--- config.mk ---
export PLATFORM = sky130hd
export DESIGN_NAME = flash_command_sequence_decoder
export DESIGN_NICKNAME = d
export VERILOG_FILES = /design/src/core/flash_cmd_pkg.sv /design/src/core/flash_command_sequence_decoder.sv
export VERILOG_INCLUDE_DIRS = /design/src /design/src/core
export SDC_FILE = /design/constraint.sdc
export NUM_CORES = 1
export LEC_CHECK = 0
export ABC_AREA = 1
export BUFFER_PORTS_ARGS = -buffer_cell sky130_fd_sc_hd__buf_2
export CAP_MARGIN = 20
export CORE_MARGIN = 2
export CORE_UTILIZATION = 55
export DETAILED_ROUTE_END_ITERATION = 10
export GPL_ROUTABILITY_DRIVEN = 0
export PLACE_DENSITY = 0.77
export SETUP_SLACK_MARGIN = 0.2
export SLEW_MARGIN = 10
export SYNTH_ARGS = -nofsm -noshare
export SYNTH_HDL_FRONTEND = slang
export SYNTH_SLANG_ARGS = --single-unit
--- constraint.sdc ---
create_clock -name core_clk -period 22.9 [get_ports core_clk]
set_input_delay 6.87 -clock core_clk [delete_from_list [all_inputs] [get_ports core_clk]]
set_output_delay 6.87 -clock core_clk [all_outputs]
set_load 0.01 [all_outputs]
--- src/core/flash_cmd_map.svh ---
// Address map, command codes and field constants of the command decoder
`ifndef FLASH_CMD_MAP_SVH
`define FLASH_CMD_MAP_SVH
// ==========================================================
// Register offsets and bus response codes
`define REG_CYC_ADDR 8'h00
`define REG_CYC_WRITE 8'h04
`define REG_CYC_READ 8'h08
`define REG_STATE 8'h0c
`define REG_PMR 8'h10
`define RESP_OKAY 2'b00
`define RESP_SLVERR 2'b10
// ==========================================================
// Command cycle values
`define CMD_ADDR_BITS 11
`define SECT_LSB 17
`define ADDR_UNLOCK1 11'h555
`define ADDR_UNLOCK2 11'h2aa
`define DATA_UNLOCK1 8'haa
`define DATA_UNLOCK2 8'h55
`define CMD_RESET 8'hf0
`define CMD_RESET_ALT 8'hff
`define CMD_ID_ENTRY 8'h90
`define CMD_QUERY_ENTRY 8'h98
`define CMD_SSR_ENTRY 8'h88
`define CMD_PROGRAM 8'ha0
`define CMD_ERASE_SETUP 8'h80
`define CMD_CHIP_ERASE 8'h10
`define CMD_SECT_ERASE 8'h30
`define CMD_ERASE_SUSP 8'hb0
`define CMD_ERASE_RESUME 8'h30
`define CMD_PROG_SUSP 8'h51
`define CMD_PROG_RESUME 8'h50
`define CMD_BLANK_CHECK 8'h33
`define CMD_EVAL_ERASE 8'hd0
`define CMD_PWD_PROG 8'he4
`define CMD_PMR_PROG 8'he5
`define CMD_VLOCK_SET 8'he0
`define CMD_VLOCK_CLR 8'he1
`define CMD_PLOCK_PROG 8'he2
`define CMD_PROT_STAT 8'he3
`define CMD_VLOCK_READ 8'he6
// ==========================================================
// Field layouts
`define PMR_RESET 16'hffff
`define PMR_PLOCK_BIT 1
`define PMR_PWLOCK_BIT 2
`define ONES_STAT 13'h1fff
`define ONES_LOCK 15'h7fff
`endif

--- src/core/flash_cmd_pkg.sv ---
// Types shared by the command decoder
package flash_cmd_pkg;
  typedef enum logic [2:0] {MODE_READ, MODE_ID, MODE_SSR, MODE_ABORT, MODE_ERASE_SUSP, MODE_PROG_SUSP} mode_t;
  typedef enum logic [3:0] {SEQ_IDLE, SEQ_UNL1, SEQ_UNL2, SEQ_PROG, SEQ_PWD, SEQ_PMR,
                            SEQ_ER0, SEQ_ER1, SEQ_ER2} seq_t;
  typedef enum logic [1:0] {RDK_NONE, RDK_PROT, RDK_VLOCK} rdk_t;
endpackage

--- src/core/flash_command_sequence_decoder.sv ---
// Command-sequence decoder of the flash device with its register slave
//
// Design decisions made here: the AXI4-Lite interface to the registers and the placing of the registers.
`timescale 1ns/10ps
`include "flash_cmd_map.svh"
module flash_command_sequence_decoder import flash_cmd_pkg::*; #(
  parameter int AW = 25
) (
  input wire logic core_clk,
  input wire logic rst_b,
  input wire logic [7:0] s_axi_awaddr,
  input wire logic s_axi_awvalid,
  output logic s_axi_awready,
  input wire logic [31:0] s_axi_wdata,
  input wire logic [3:0] s_axi_wstrb,
  input wire logic s_axi_wvalid,
  output logic s_axi_wready,
  output logic [1:0] s_axi_bresp,
  output logic s_axi_bvalid,
  input wire logic s_axi_bready,
  input wire logic [7:0] s_axi_araddr,
  input wire logic s_axi_arvalid,
  output logic s_axi_arready,
  output logic [31:0] s_axi_rdata,
  output logic [1:0] s_axi_rresp,
  output logic s_axi_rvalid,
  input wire logic s_axi_rready,
  input wire logic erase_active,
  input wire logic program_active,
  input wire logic buf_abort,
  input wire logic status_error_bit,
  input wire logic [AW-1:0] erasing_addr,
  input wire logic [15:0] array_rdata,
  input wire logic [15:0] ovl_rdata,
  output logic [AW-1:0] array_addr_r,
  output logic ovl_ssr_r,
  output logic prog_req_r,
  output logic [AW-1:0] prog_addr_r,
  output logic [15:0] prog_data_r,
  output logic erase_req_r,
  output logic erase_chip_r,
  output logic [AW-1:0] erase_addr_r,
  output logic erase_susp_req_r,
  output logic erase_resume_req_r,
  output logic prog_susp_req_r,
  output logic prog_resume_req_r,
  output logic blank_req_r,
  output logic eval_req_r,
  output logic err_clear_req_r
);
  localparam int NSECT = 2 ** (AW - `SECT_LSB);
  localparam int SW = AW - `SECT_LSB;

  function automatic logic [SW-1:0] sector_of(input logic [AW-1:0] a);
    return a[AW-1:`SECT_LSB];
  endfunction

  // ==========================================================
  // Reset release
  logic rst_m_r, rst_s_r;
  always_ff @(posedge core_clk or negedge rst_b) begin
    if (!rst_b) begin
      rst_m_r <= 1'b0;
      rst_s_r <= 1'b0;
    end else begin
      rst_m_r <= 1'b1;
      rst_s_r <= rst_m_r;
    end
  end
  wire rst_n = rst_s_r;

  // ==========================================================
  // Register bus slave
  logic aw_have_r, w_have_r, ar_have_r, rd_pend_r;
  logic [7:0] awaddr_q_r, araddr_q_r;
  logic [31:0] wdata_q_r;
  wire aw_fire = s_axi_awvalid && s_axi_awready;
  wire w_fire = s_axi_wvalid && s_axi_wready;
  wire ar_fire = s_axi_arvalid && s_axi_arready;
  wire do_wr = aw_have_r && w_have_r && !s_axi_bvalid;
  wire do_rd = rd_pend_r;
  wire aw_have_nxt = aw_fire || (aw_have_r && !do_wr);
  wire w_have_nxt = w_fire || (w_have_r && !do_wr);
  wire bvalid_nxt = do_wr || (s_axi_bvalid && !s_axi_bready);
  wire ar_have_nxt = ar_fire || (ar_have_r && !(s_axi_rvalid && s_axi_rready));
  wire wr_known = awaddr_q_r == `REG_CYC_ADDR || awaddr_q_r == `REG_CYC_WRITE;
  wire rd_known = araddr_q_r == `REG_CYC_ADDR || araddr_q_r == `REG_CYC_READ ||
                  araddr_q_r == `REG_STATE || araddr_q_r == `REG_PMR;
  // Command cycles are writes, data reads are read cycles
  wire wr_cyc = do_wr && awaddr_q_r == `REG_CYC_WRITE;
  wire rd_cyc = do_rd && araddr_q_r == `REG_CYC_READ;

  // ==========================================================
  // Decode of one command cycle
  mode_t mode_r, mode_nxt;
  seq_t seq_r, seq_nxt;
  rdk_t rdk_r, rdk_nxt;
  logic [AW-1:0] cyc_addr_r;
  logic [15:0] pmr_r;
  logic [1:0] pwd_idx_r;
  logic [15:0] pwd_r [4];
  logic psusp_in_erase_r;
  // Only a running sector erase may be suspended, never a chip erase
  logic sect_erase_r;
  logic [SW-1:0] rd_sect_r;
  logic [NSECT-1:0] vlock_r, plock_r;
  // Only the low address bits and low data byte steer decoding
  wire [10:0] ca = cyc_addr_r[`CMD_ADDR_BITS-1:0];
  wire [7:0] cd = wdata_q_r[7:0];
  wire at555 = ca == `ADDR_UNLOCK1;
  wire is_u1 = at555 && cd == `DATA_UNLOCK1;
  wire is_u2 = ca == `ADDR_UNLOCK2 && cd == `DATA_UNLOCK2;
  wire is_exit = cd == `CMD_RESET || cd == `CMD_RESET_ALT;
  wire in_ovl = mode_r == MODE_ID || mode_r == MODE_SSR;
  wire [SW-1:0] cyc_sect = sector_of(cyc_addr_r);
  wire prog_blocked = mode_r == MODE_ERASE_SUSP && cyc_sect == sector_of(erasing_addr);
  wire pmr_both = !wdata_q_r[`PMR_PLOCK_BIT] && !wdata_q_r[`PMR_PWLOCK_BIT];
  // A new status command retargets the sector even while a word is pending
  wire rdk_cmd = wr_cyc && seq_r == SEQ_UNL2 && mode_r == MODE_READ &&
                 (cd == `CMD_PROT_STAT || cd == `CMD_VLOCK_READ);
  logic prog_go, erase_go, chip_go, esusp_go, eres_go, psusp_go, pres_go;
  logic blank_go, eval_go, errclr_go, pwd_we, pmr_we, vset_go, vclr_go, pprog_go;

  always_comb begin
    mode_nxt = mode_r;
    seq_nxt = seq_r;
    rdk_nxt = rd_cyc ? RDK_NONE : rdk_r;
    {prog_go, erase_go, chip_go, esusp_go, eres_go, psusp_go, pres_go} = '0;
    {blank_go, eval_go, errclr_go, pwd_we, pmr_we, vset_go, vclr_go, pprog_go} = '0;
    if (buf_abort && mode_r == MODE_READ) begin
      mode_nxt = MODE_ABORT;
    end
    if (wr_cyc) begin
      seq_nxt = SEQ_IDLE;
      case (seq_r)
        SEQ_IDLE: begin
          if (is_u1) begin
            seq_nxt = SEQ_UNL1;
          end else if (is_exit) begin
            if (in_ovl) mode_nxt = MODE_READ;
            else if (mode_r == MODE_READ && status_error_bit) errclr_go = 1'b1;
          end else if (cd == `CMD_QUERY_ENTRY && at555 && (mode_r == MODE_READ || mode_r == MODE_ID)) begin
            mode_nxt = MODE_ID;
          end else if (cd == `CMD_ERASE_SUSP && mode_r == MODE_READ && erase_active && sect_erase_r) begin
            mode_nxt = MODE_ERASE_SUSP;
            esusp_go = 1'b1;
          end else if (cd == `CMD_ERASE_RESUME && mode_r == MODE_ERASE_SUSP) begin
            mode_nxt = MODE_READ;
            eres_go = 1'b1;
          end else if (cd == `CMD_PROG_SUSP && program_active &&
                       (mode_r == MODE_READ || mode_r == MODE_ERASE_SUSP)) begin
            mode_nxt = MODE_PROG_SUSP;
            psusp_go = 1'b1;
          end else if (cd == `CMD_PROG_RESUME && mode_r == MODE_PROG_SUSP) begin
            mode_nxt = psusp_in_erase_r ? MODE_ERASE_SUSP : MODE_READ;
            pres_go = 1'b1;
          end else if (mode_r == MODE_READ && at555) begin
            blank_go = cd == `CMD_BLANK_CHECK;
            eval_go = cd == `CMD_EVAL_ERASE;
          end
        end
        SEQ_UNL1: seq_nxt = is_u2 ? SEQ_UNL2 : SEQ_IDLE;
        SEQ_UNL2: begin
          case (cd)
            `CMD_RESET: if (at555 && (mode_r == MODE_ABORT || in_ovl)) mode_nxt = MODE_READ;
            `CMD_ID_ENTRY: if (mode_r == MODE_READ || mode_r == MODE_ID || mode_r == MODE_ERASE_SUSP)
              mode_nxt = MODE_ID;
            `CMD_SSR_ENTRY: if (mode_r == MODE_READ) mode_nxt = MODE_SSR;
            `CMD_PROGRAM: if (mode_r != MODE_ABORT && mode_r != MODE_PROG_SUSP) seq_nxt = SEQ_PROG;
            `CMD_ERASE_SETUP: if (mode_r == MODE_READ && at555) seq_nxt = SEQ_ER0;
            `CMD_PWD_PROG: if (mode_r == MODE_READ) seq_nxt = SEQ_PWD;
            `CMD_PMR_PROG: if (mode_r == MODE_READ) seq_nxt = SEQ_PMR;
            // Any address inside the sector selects it
            `CMD_VLOCK_SET: vset_go = mode_r == MODE_READ;
            `CMD_VLOCK_CLR: vclr_go = mode_r == MODE_READ;
            `CMD_PLOCK_PROG: pprog_go = mode_r == MODE_READ;
            `CMD_PROT_STAT: if (mode_r == MODE_READ) rdk_nxt = RDK_PROT;
            `CMD_VLOCK_READ: if (mode_r == MODE_READ) rdk_nxt = RDK_VLOCK;
            default: seq_nxt = SEQ_IDLE;
          endcase
        end
        SEQ_PROG: prog_go = !prog_blocked;
        SEQ_PWD: pwd_we = ca[1:0] == pwd_idx_r;
        SEQ_PMR: begin
          if (pmr_both) mode_nxt = MODE_READ;
          else pmr_we = 1'b1;
        end
        SEQ_ER0: seq_nxt = is_u1 ? SEQ_ER1 : SEQ_IDLE;
        SEQ_ER1: seq_nxt = is_u2 ? SEQ_ER2 : SEQ_IDLE;
        SEQ_ER2: begin
          chip_go = at555 && cd == `CMD_CHIP_ERASE;
          erase_go = cd == `CMD_SECT_ERASE || chip_go;
        end
        default: seq_nxt = SEQ_IDLE;
      endcase
    end
  end

  // ==========================================================
  // Read data selection
  wire v_n = !vlock_r[rd_sect_r];
  wire p_n = !plock_r[rd_sect_r];
  // Protection status word lock bit word
  wire [15:0] prot_word = {`ONES_STAT, p_n, v_n, v_n && p_n};
  wire [15:0] lock_word = {`ONES_LOCK, v_n};
  // One-shot words, then overlay or array data
  wire [15:0] cyc_rword = rdk_r == RDK_PROT ? prot_word : rdk_r == RDK_VLOCK ? lock_word :
                          in_ovl ? ovl_rdata : array_rdata;
  wire [31:0] rd_word = araddr_q_r == `REG_CYC_ADDR ? {{(32-AW){1'b0}}, cyc_addr_r} :
                        araddr_q_r == `REG_CYC_READ ? {16'h0000, cyc_rword} :
                        araddr_q_r == `REG_STATE ? {22'h0, pwd_idx_r, 1'b0, seq_r, mode_r} :
                        araddr_q_r == `REG_PMR ? {16'h0000, pmr_r} : 32'h0000_0000;

  // ==========================================================
  // Bus state
  always_ff @(posedge core_clk or negedge rst_n) begin
    if (!rst_n) begin
      {aw_have_r, w_have_r, ar_have_r, rd_pend_r} <= 4'h0;
      {s_axi_awready, s_axi_wready, s_axi_arready} <= 3'h0;
      {s_axi_bvalid, s_axi_rvalid} <= 2'h0;
      s_axi_bresp <= `RESP_OKAY;
      s_axi_rresp <= `RESP_OKAY;
      s_axi_rdata <= 32'h0000_0000;
      awaddr_q_r <= 8'h00;
      araddr_q_r <= 8'h00;
      wdata_q_r <= 32'h0000_0000;
      cyc_addr_r <= '0;
    end else begin
      aw_have_r <= aw_have_nxt;
      w_have_r <= w_have_nxt;
      ar_have_r <= ar_have_nxt;
      rd_pend_r <= ar_fire;
      s_axi_awready <= !aw_have_nxt && !bvalid_nxt;
      s_axi_wready <= !w_have_nxt && !bvalid_nxt;
      s_axi_arready <= !ar_have_nxt;
      s_axi_bvalid <= bvalid_nxt;
      if (aw_fire) awaddr_q_r <= s_axi_awaddr;
      if (w_fire) wdata_q_r <= s_axi_wdata;
      if (ar_fire) araddr_q_r <= s_axi_araddr;
      if (do_wr) s_axi_bresp <= wr_known ? `RESP_OKAY : `RESP_SLVERR;
      // Address register holds a word address
      if (do_wr && awaddr_q_r == `REG_CYC_ADDR) cyc_addr_r <= wdata_q_r[AW-1:0];
      if (do_rd) begin
        s_axi_rvalid <= 1'b1;
        s_axi_rdata <= rd_word;
        s_axi_rresp <= rd_known ? `RESP_OKAY : `RESP_SLVERR;
      end else if (s_axi_rready) begin
        s_axi_rvalid <= 1'b0;
      end
    end
  end

  // ==========================================================
  // Decoder state and command outputs
  always_ff @(posedge core_clk or negedge rst_n) begin
    if (!rst_n) begin
      mode_r <= MODE_READ;
      seq_r <= SEQ_IDLE;
      rdk_r <= RDK_NONE;
      psusp_in_erase_r <= 1'b0;
      sect_erase_r <= 1'b0;
      rd_sect_r <= '0;
      {prog_req_r, erase_req_r, erase_chip_r, erase_susp_req_r, erase_resume_req_r} <= 5'h00;
      {prog_susp_req_r, prog_resume_req_r, blank_req_r, eval_req_r, err_clear_req_r} <= 5'h00;
      prog_addr_r <= '0;
      prog_data_r <= 16'h0000;
      erase_addr_r <= '0;
      array_addr_r <= '0;
      ovl_ssr_r <= 1'b0;
    end else begin
      mode_r <= mode_nxt;
      seq_r <= seq_nxt;
      rdk_r <= rdk_nxt;
      if (psusp_go) psusp_in_erase_r <= mode_r == MODE_ERASE_SUSP;
      if (rdk_cmd) rd_sect_r <= cyc_sect;
      {prog_req_r, erase_req_r, erase_chip_r, erase_susp_req_r, erase_resume_req_r} <=
        {prog_go, erase_go, chip_go, esusp_go, eres_go};
      {prog_susp_req_r, prog_resume_req_r, blank_req_r, eval_req_r, err_clear_req_r} <=
        {psusp_go, pres_go, blank_go, eval_go, errclr_go};
      // Program data keeps its upper byte
      if (prog_go) prog_data_r <= wdata_q_r[15:0];
      if (prog_go) prog_addr_r <= cyc_addr_r;
      // Full word address kept so small sectors see bits 16 to 11
      if (erase_go) erase_addr_r <= cyc_addr_r;
      if (erase_go) sect_erase_r <= !chip_go;
      array_addr_r <= cyc_addr_r;
      ovl_ssr_r <= mode_nxt == MODE_SSR;
    end
  end

  // ==========================================================
  // One-time programmable store; only ones can turn into zeros
  always_ff @(posedge core_clk or negedge rst_n) begin
    if (!rst_n) begin
      pmr_r <= `PMR_RESET;
      pwd_idx_r <= 2'h0;
      for (int i = 0; i < 4; i++) pwd_r[i] <= 16'hffff;
    end else begin
      if (pmr_we) pmr_r <= pmr_r & wdata_q_r[15:0];
      if (pwd_we) begin
        pwd_r[pwd_idx_r] <= pwd_r[pwd_idx_r] & wdata_q_r[15:0];
        pwd_idx_r <= pwd_idx_r + 2'h1;
      end
    end
  end

  // Per-sector locks; nonvolatile bits are modelled as cleared by reset
  for (genvar s = 0; s < NSECT; s++) begin : g_sect
    wire hit = cyc_sect == SW'(s);
    always_ff @(posedge core_clk or negedge rst_n) begin
      if (!rst_n) begin
        vlock_r[s] <= 1'b0;
        plock_r[s] <= 1'b0;
      end else begin
        if (hit && vset_go) vlock_r[s] <= 1'b1;
        else if (hit && vclr_go) vlock_r[s] <= 1'b0;
        if (hit && pprog_go) plock_r[s] <= 1'b1;
      end
    end
  end
endmodule

Yosys cells after proc, flatten, opt, wreduce, memory -nomap -nowiden
Cells that the tools add are included.
{"block": "totals", "regBits": 764, "latch_bits": 0, "ramBits": 0, "mem_bits_ro": 0, "inputBits": 120, "output_inout_bits": 143, "elab_cells": 2594, "mem_count": 0}
{"block": "classes", "addsub": 1, "multipliers": 0, "div_mod_pow": 0, "n_lt_le_gt_ge": 1, "n_eq_ne": 304, "n_shift": 0, "muxes": 636, "bitwise_logic": 1, "n_reduce_logical": 1098}
{"op": "8-bit equality test (second input constant)", "count": 145}
{"op": "1-bit logical AND", "count": 806}
{"op": "1-bit 2-to-1 mux", "count": 593}
{"op": "8-bit by 7-bit equality test with 1-bit output (second input constant)", "count": 67}
{"op": "2-bit nonzero test", "count": 257}
{"op": "8-bit by 6-bit equality test with 1-bit output (second input constant)", "count": 34}
{"op": "8-bit by 5-bit equality test with 1-bit output (second input constant)", "count": 18}
{"op": "16-bit 2-to-1 mux", "count": 6}
{"op": "8-bit by 4-bit equality test with 1-bit output (second input constant)", "count": 10}
{"op": "3-bit 2-to-1 mux", "count": 19}
{"op": "8-bit by 3-bit equality test with 1-bit output (second input constant)", "count": 5}
{"op": "25-bit 2-to-1 mux", "count": 1}
{"op": "8-bit zero test", "count": 3}
{"op": "4-bit one-hot mux with 5 select lines", "count": 1}
{"op": "2-bit 2-to-1 mux", "count": 9}
{"op": "3-bit one-hot mux with 3 select lines", "count": 2}
{"op": "16-bit AND", "count": 1}
{"op": "1-bit binary-select mux with 8-bit select", "count": 2}
{"op": "4-bit by 3-bit equality test with 1-bit output (second input constant)", "count": 4}
{"op": "8-bit by 2-bit equality test with 1-bit output (second input constant)", "count": 2}
{"op": "1-bit logical OR", "count": 16}
{"op": "1-bit zero test", "count": 14}
{"op": "3-bit one-hot mux with 4 select lines", "count": 1}
{"op": "11-bit by 10-bit equality test with 1-bit output (second input constant)", "count": 1}
{"op": "20 further kinds", "count": 24}

Logic depth before layout (Yosys ltp)
Gate-level depths: netlist of run 1.
{"block": "logic_depth", "word_depth": 13, "mapped_depth": 21, "depth_no_buf": 18}

Worst setup path before layout of run 1
OpenSTA, ideal clock, no wires.
{"block": "synth_path", "path_kind": "input to register", "from": "input erasing_addr[24]", "to": "register prog_addr_r[0]", "setup_ns": 0.083, "t_arrival_ns": 7.965, "required_ns": 22.817, "slack_ns": 14.852, "path_stages": 8, "n_path_buf": 2, "path_cell_list": "xor2_1 -> nor4_1 -> nand3_1 -> nand2_1 -> buf_2 -> clkbuf_1 -> nand2_1 -> o21ai_0"}
{"block": "synth_between", "elab_chain_len": 5}
{"item": "start: declaration", "line": "flash_command_sequence_decoder.sv:32", "source": "input wire logic [AW-1:0] erasing_addr,"}
{"item": "8-bit equality test", "line": "flash_command_sequence_decoder.sv:116", "source": "wire prog_blocked = mode_r == MODE_ERASE_SUSP && cyc_sect == sector_of(erasing_addr);"}
{"item": "1-bit logical AND", "line": "flash_command_sequence_decoder.sv:116"}
{"item": "1-bit zero test", "line": "flash_command_sequence_decoder.sv:182", "source": "SEQ_PROG: prog_go = !prog_blocked;"}
{"item": "1-bit 2-to-1 mux", "line": "flash_command_sequence_decoder.sv:135", "source": "case (seq_r)"}
{"item": "1-bit 2-to-1 mux", "line": "flash_command_sequence_decoder.sv:133", "source": "if (wr_cyc) begin"}
{"item": "end signal: assignment", "line": "flash_command_sequence_decoder.sv:282", "source": "if (prog_go) prog_addr_r <= cyc_addr_r;"}
{"item": "end: declaration", "line": "flash_command_sequence_decoder.sv:38", "source": "output logic [AW-1:0] prog_addr_r,"}
No other way between the ends.
A chain may end at the register's enable or synchronous reset.

Worst setup path in the final report of run 1
{"block": "layout_path", "from": "input erasing_addr[23]", "to": "register prog_data_r[6]"}
{"block": "layout_between", "elab_chain_len": 5}
{"item": "8-bit equality test", "line": "flash_command_sequence_decoder.sv:116"}
{"item": "1-bit logical AND", "line": "flash_command_sequence_decoder.sv:116"}
{"item": "1-bit zero test", "line": "flash_command_sequence_decoder.sv:182"}
{"item": "1-bit 2-to-1 mux", "line": "flash_command_sequence_decoder.sv:135"}
{"item": "1-bit 2-to-1 mux", "line": "flash_command_sequence_decoder.sv:133"}
{"item": "end signal: assignment", "line": "flash_command_sequence_decoder.sv:281", "source": "if (prog_go) prog_data_r <= wdata_q_r[15:0];"}
{"item": "end: declaration", "line": "flash_command_sequence_decoder.sv:39", "source": "output logic [15:0] prog_data_r,"}
No other way between the ends.

==> flow_summary.json, run 1 <==
{
  "outcome": "finished, final reports clean",
  "final_util_pct": 62.2,
  "ir_worst_vdd_v": 0.0000758,
  "yosysTopAreaCell": "dfrtp_1",
  "ant_nets": 0,
  "nets": 4174,
  "synth_flop_cell": "dfrtp_1",
  "drt_iter0_drc": 3621,
  "syn_to_final_growth_pct": 11.8,
  "grt.overflow.total": 0,
  "p_sw_mw": 1.01,
  "antenna_found_initial": 1,
  "dpl.hpwl_microns": 59000,
  "vias": 29700,
  "ys_async_sr_fraction_pct": 100,
  "cts_buffers": 79,
  "synth_edf_count": 0,
  "slew_headroom_pct": 23.2,
  "crit_slowest_cell": "buf_4",
  "hold_viol": 0,
  "cp-start-kind": "input port",
  "p_per_area_nw_per_um2": 86.5,
  "clk_latency_ns": 0.64,
  "yosys-top-cells-area": "dfrtp_1 (54%), nand2_1 (11%), o21ai_1 (7.4%)",
  "ctsHtreeMaxLevel": 3,
  "wl_microns": 101000,
  "arrival_ns": 8.59,
  "timing.final.crit_share_pct": 35.4,
  "p_clk_share_pct": 39.8,
  "die_area_sq_um": 64300,
  "pwr-share-seq_pct": 45.4,
  "grt_max_degree": 194,
  "numClockSinks": 755,
  "chipHeight_microns": 254,
  "max_freq_ghz": 0.123,
  "slew_violations": 0,
  "path_max_fanout": 72,
  "netlist_area_sq_um": 34200,
  "p_int_mw": 2.30,
  "max-cap-violations": 0,
  "cts-root-buf": "clkbuf_16",
  "crit_path_end_kind": "flop",
  "cts_setup_buffers": 0,
  "hp-class": "flop to flop",
  "path_cells": "buf_2, nand2_1, o21ai_0, nor4_1, nand3_1, nand2_2, buf_4, o21ai_0",
  "cts_max_path_buffers": 3,
  "clk_pin_slew_worst_paths_ns": 0.06,
  "setup_ws_ns": 14.79,
  "post_cts_resize_count": 0,
  "pwr-share-comb_pct": 14.9,
  "skew_ns": 0.0218,
  "drtPass1Iterations": 8,
  "fill_cells": 5182,
  "drive_gt1_share_pct": 11.7,
  "tightest_slew_ns": 1.15,
  "yosysSeqAreaShare_pct": 55.2,
  "synthDominantCellAreaShare_pct": 54.0,
  "syn_avg_cell_area_sq_um": 8.66,
  "crit_top_cell": "o21ai_0",
  "p_sw_share_pct": 30.4,
  "ys_types": 46,
  "cts_hold_buf": 0,
  "via_per_inst": 6.00,
  "grt_pass1_wl_microns": 161000,
  "synth-seq-cells": 755,
  "routedWlPerCell_microns": 20.4,
  "critPathRequiredTime_ns": 23.38,
  "grt_pass1_vias": 29300,
  "start_util_pct": 55.6,
  "die_w_microns": 254,
  "slowest_delay_ns": 0.60,
  "core_sq_um": 61600,
  "rsz0062_at_grt": "false",
  "p_leak_nw": 17.2,
  "grt_usage_pct": 31.9,
  "core.rowCount": 91,
  "top_level_ports": 263,
  "drc_errors": 0,
  "syn_inst": 3957,
  "io_buffers": 225,
  "period_minus_slack_ns": 8.11,
  "final-setup-viol-count": 0,
  "tritoncts": "yes",
  "ys.warnings.count": 0,
  "tns_ns": 0,
  "dp_slack_ns": 14.15,
  "critical_path_class": "input port to flop"
}
## cells in the mapped netlist, types with 16 or more instances
library cell,n
dfstp_2,16
nor3_1,25
o21bai_1,226
dfrtp_1,739
nand2_1,1016
buf_2,93
o21ai_0,212
buf_4,28
a21oi_1,86
nand3_1,495
buf_1,36
clkbuf_1,89
nor2_1,109
o21ai_1,503
o22ai_1,16
buf_6,26
inv_1,150
## layer usage
layer / vias up / wire [microns] / global-route usage [%]
li1: 13600 / - / -
met1: 14300 / 40300 / 42.0
met2: 1536 / 46900 / 50.8
met3: 265 / 9680 / 7.01
met4: 0 / 4380 / 14.7
met5: - / 0 / 0
## critical path, delay by kind of cell
| kind | cells | cell delay [ns] |
|---|---|---|
| simple gates | 4 | 0.71 |
| compound gates | 2 | 0.28 |
| buf+inv | 2 | 0.71 |
## area by class of cell
type	instances	area, sq um	area share, %
diodes	1	2.50	0.00654
clock inverters	35	402	1.05
flip-flops and latches	755	18900	49.4
well taps	837	1050	2.74
repair buffers	280	1610	4.19
clock buffers	108	2250	5.87
inverters	165	628	1.64
multi-input cells	2773	13400	35.1
## power groups by stage
stage | sequential, mW | clock, mW | combinational, mW
2_1_floorplan | 1.53 | 0 | 0.242
3_3_place_gp | 1.52 | 0 | 0.474
3_5_place_dp | 1.52 | 0 | 0.482
4_1_cts | 1.50 | 1.33 | 0.485
5_1_grt | 1.51 | 1.38 | 0.531
6_report | 1.50 | 1.32 | 0.492
## cells in the final DEF (no fill, tap or decap), types with 4 or more instances in the layout
cell        instances
nor2_4             10
nor3_1             24
o21ai_1           503
o31ai_1            10
nor2_1             93
clkbuf_16          80
inv_2               9
nor4_1              6
dfrtp_1           735
buf_12              5
nand4_1            15
bufinv_16           6
clkbuf_8           14
inv_1             149
clkinvlp_4          5
o21bai_1          226
a221oi_1            6
conb_1             10
nor2_2              8
o22ai_1            16
mux2_2              8
dfstp_2            16
clkinv_2           17
clkbuf_1           14
a21oi_1            86
nand2_1          1014
clkinv_1            4
inv_6               4
buf_2             225
buf_4              49
nand3_1           493
o21ai_0           212
xor2_1              5
## final timing paths
check / start / to / slack (ns) / cells past startpoint
setup / recovery: erasing_addr[23] / prog_data_r[6]$_DFFE_PN0P_ / 14.79 / 8
hold / removal: rst_m_r$_DFF_PN0_ / rst_n$_DFF_PN0_ / 0.35 / 0
setup reg to reg: rd_sect_r[0]$_DFFE_PN0P_ / s_axi_rdata[0]$_DFFE_PN0P_ / 18.70 / 19
hold reg to reg: rst_m_r$_DFF_PN0_ / rst_n$_DFF_PN0_ / 0.35 / 0
max in group asynchronous: rst_b / rst_n$_DFF_PN0_ / 16.77 / 1
min in group asynchronous: rst_n$_DFF_PN0_ / plock_r[67]$_DFFE_PN0P_ / 0.47 / 0
## through the flow
| stage | power (mW) | cell area (sq um) | instances | hold WS [ns] |
|---|---|---|---|---|
| 4_1_cts | 3.31 | 38200 | 4944 | 0.348 |
| 6_report | 3.31 | 38300 | 4954 | 0.352 |
| 3_3_place_gp | 1.99 | 35500 | 4800 | 0.336 |
| 5_1_grt | 3.42 | 38300 | 4954 | 0.357 |
| 2_1_floorplan | 1.78 | 34300 | 3965 | 0.331 |
| 3_5_place_dp | 2.01 | 35600 | 4801 | 0.336 |
## flip-flops by register name, indices dropped and copies added (netlist names), 2 cells and up
name          flops
prog_addr_r      25
prog_data_r      16
pwd_idx_r         2
rdk_r             2
pmr_r            16
erase_addr_r     25
wdata_q_r        25
araddr_q_r        8
plock_r         256
vlock_r         256
seq_r             4
s_axi_rdata      25
mode_r            3
cyc_addr_r       25
rd_sect_r         8
array_addr_r     25
awaddr_q_r        8
## cell families after synthesis
group           share of synthesized area (%)
flops                                    55.2
compound gates                           17.6
simple gates                             20.7
xor+xnor                                0.153
mux                                     0.263
other cells                            0.0219
buf+inv                                  6.01
Power figures use the tool's default switching activity.
==> run 2: changes to the inputs <==
--- a/config.mk
+++ b/config.mk
@@ -10,10 +10,10 @@
 export BUFFER_PORTS_ARGS = -buffer_cell sky130_fd_sc_hd__buf_2
 export CAP_MARGIN = 20
 export CORE_MARGIN = 2
-export CORE_UTILIZATION = 55
+export CORE_UTILIZATION = 60
 export DETAILED_ROUTE_END_ITERATION = 10
 export GPL_ROUTABILITY_DRIVEN = 0
-export PLACE_DENSITY = 0.77
+export PLACE_DENSITY = 0.8
 export SETUP_SLACK_MARGIN = 0.2
 export SLEW_MARGIN = 10
 export SYNTH_ARGS = -nofsm -noshare
==> constraint.sdc (replaced) <==
create_clock -name core_clk -period 8.2 [get_ports core_clk]
set_input_delay 2.46 -clock core_clk [delete_from_list [all_inputs] [get_ports core_clk]]
set_output_delay 2.46 -clock core_clk [all_outputs]
set_load 0.01 [all_outputs]
==> run 2 against run 1 <==
  * Clock power rose to 2.8 times the previous value
  * Critical path depth is 11 higher
  * Clock skew increased by 0.0022 ns
  * Sequential power rose to 2.8 times the previous value
  * Register-to-register slack got worse by 15 ns
  * Wire length increased by 1.8%
  * Die area shrank 8.2%
  * Final area decreased by 0.13%
  * Largest power group unchanged
==> flow_summary.json, run 2 (same netlist as run 1, synthesis figures left out) <==
{
  "slew_violations": 0,
  "max-cap-violations": 0,
  "die_w_microns": 243,
  "crit_top_cell": "nand2_1",
  "antenna_cells": 0,
  "cts_buffers": 79,
  "hold_ws_ns": 0.368,
  "antenna_found_initial": 5,
  "p_clk_share_pct": 39.7,
  "grt_max_degree": 175,
  "die_area_sq_um": 59000,
  "skew_ns": 0.0240,
  "timing.final.crit_share_pct": 57.5,
  "drive_gt1_share_pct": 11.6,
  "clk_latency_ns": 0.64,
  "wl_microns": 103000,
  "top_level_ports": 263,
  "tritoncts": "yes",
  "p_leak_nw": 17.2,
  "outcome": "finished, final reports clean",
  "io_buffers": 225,
  "core_sq_um": 56400,
  "hp-class": "flop to async pin",
  "max_freq_ghz": 0.212,
  "p_per_area_nw_per_um2": 244,
  "post_cts_resize_count": 0,
  "cts_max_path_buffers": 3,
  "final-setup-viol-count": 0,
  "route.met2.wl_microns": 47000,
  "cts-root-buf": "clkbuf_16",
  "cts_setup_buffers": 0,
  "r2r_slack_ns": 3.48,
  "tns_ns": 0,
  "layout_commonest_cell": "nand2_1",
  "tightest_slew_ns": 1.19,
  "slowest_delay_ns": 0.90,
  "grt.overflow.total": 0,
  "chipHeight_microns": 243,
  "period_minus_slack_ns": 4.72,
  "crit_slowest_cell": "dfrtp_4",
  "core.rowCount": 87,
  "cp-start-kind": "flop",
  "arrival_ns": 5.25,
  "clk_pin_slew_worst_paths_ns": 0.06,
  "hold_viol": 0,
  "start_util_pct": 60.7,
  "path_max_fanout": 78,
  "grt_pass1_vias": 29300,
  "r2r-start": "rd_sect_r[0]$_DFFE_PN0P_",
  "top_regs": "plock_r (256), vlock_r (256)",
  "crit_path_end_kind": "flop",
  "drtPass1Iterations": 6,
  "grt_usage_pct": 34.9,
  "vias": 30100,
  "drt_iter0_drc": 3324,
  "drc_errors": 0,
  "ant_nets": 0,
  "regArea_sq_um": 18900,
  "path_cells": "buf_4, buf_4, nand2_1, nand3_1, nand3_1, nand3_1, nand3_1, nand2_1, nand2_1, nand3_1, nand3_1, nand3_1, nor2_1, nor2_1, nand2_1, nand2_1, nand2_1, nand2_1, nand2_1",
  "dpl.hpwl_microns": 58700,
  "p_int_mw": 6.45,
  "routedWlPerCell_microns": 21.2,
  "pwr-share-seq_pct": 45.0,
  "multi_input_area_sq_um": 13500,
  "critical_path_class": "flop to flop",
  "syn_to_final_growth_pct": 11.7,
  "rsz0062_at_grt": "false",
  "p_sw_mw": 2.86,
  "top_layer_used": "met5",
  "fill_cells": 4454,
  "ctsHtreeMaxLevel": 3,
  "reg2regPathDepth": 19,
  "numClockSinks": 755,
  "slew_headroom_pct": 20.6,
  "pwr-share-comb_pct": 15.3,
  "wl_met1_microns": 39800,
  "ir_worst_vdd_v": 0.000219,
  "layout_common_cells": "nand2_1 (1,014), dfrtp_1 (735), o21ai_1 (503), nand3_1 (493), o21bai_1 (226)",
  "p_sw_share_pct": 30.8,
  "nets": 4170,
  "rr_endpoint": "s_axi_rdata[0]$_DFFE_PN0P_",
  "cts_hold_buf": 0,
  "critPathRequiredTime_ns": 8.73,
  "dr_wl_met3_microns": 10200,
  "grt_pass1_wl_microns": 162000,
  "via_per_inst": 6.18
}
run 2: area by class of cell:
cell class                 count  share of cell area (%)
clock buffer                 119                    6.27
multi-input combinational   2773                    35.2
clock inverter                25                   0.825
tap                          756                    2.47
inverter                     165                    1.64
sequential                   755                    49.5
timing repair buffer         276                    4.08
run 2: worst max-delay path, delay by kind of cell, from the launching register on:
family	cells	cell delay [ns]
flip-flops	1	0.90
buffers and inverters	2	1.58
AND/OR/NAND/NOR	17	1.92
run 2: worst max path at each step:
stage | startpoint | end | slack (ns) | depth (start not counted)
floorplan | rst_n$_DFF_PN0_ | ar_have_r$_DFF_PN0_ | 0.93 | 0
global placement | rd_sect_r[0]$_DFFE_PN0P_ | s_axi_rdata[0]$_DFFE_PN0P_ | 3.84 | 19
detailed placement | rd_sect_r[0]$_DFFE_PN0P_ | s_axi_rdata[0]$_DFFE_PN0P_ | 3.79 | 19
CTS | rd_sect_r[0]$_DFFE_PN0P_ | s_axi_rdata[0]$_DFFE_PN0P_ | 3.74 | 19
global route | rd_sect_r[0]$_DFFE_PN0P_ | s_axi_rdata[0]$_DFFE_PN0P_ | 3.27 | 19
finish | rd_sect_r[0]$_DFFE_PN0P_ | s_axi_rdata[0]$_DFFE_PN0P_ | 3.48 | 19
run 2: power by group through the flow:
stage	Sequential (mW)	Combinational, mW	Clock (mW)
floorplan	4.28	0.675	0
global placement	4.24	1.35	0
detailed placement	4.24	1.38	0
CTS	4.19	1.39	3.71
global route	4.22	1.53	3.87
finish	4.19	1.42	3.70
run 2: metal layers:
metal / vias up / global-route usage (%)
li1: 13600 / -
met1: 14500 / 45.7
met2: 1616 / 54.9
met3: 370 / 7.81
met4: 8 / 18.1
met5: - / 0
run 2: per-stage QoR:
step / setup WS, ns / cells / utilization [%] / area (sq um) / power, mW
floorplan: 0.926 / 3965 / - / 34300 / 4.95
global placement: 3.84 / 4713 / 62.8 / 35400 / 5.59
detailed placement: 3.79 / 4715 / 62.8 / 35400 / 5.62
CTS: 3.74 / 4859 / 67.6 / 38100 / 9.28
global route: 3.27 / 4869 / 67.8 / 38200 / 9.61
finish: 3.48 / 4869 / 67.8 / 38200 / 9.31
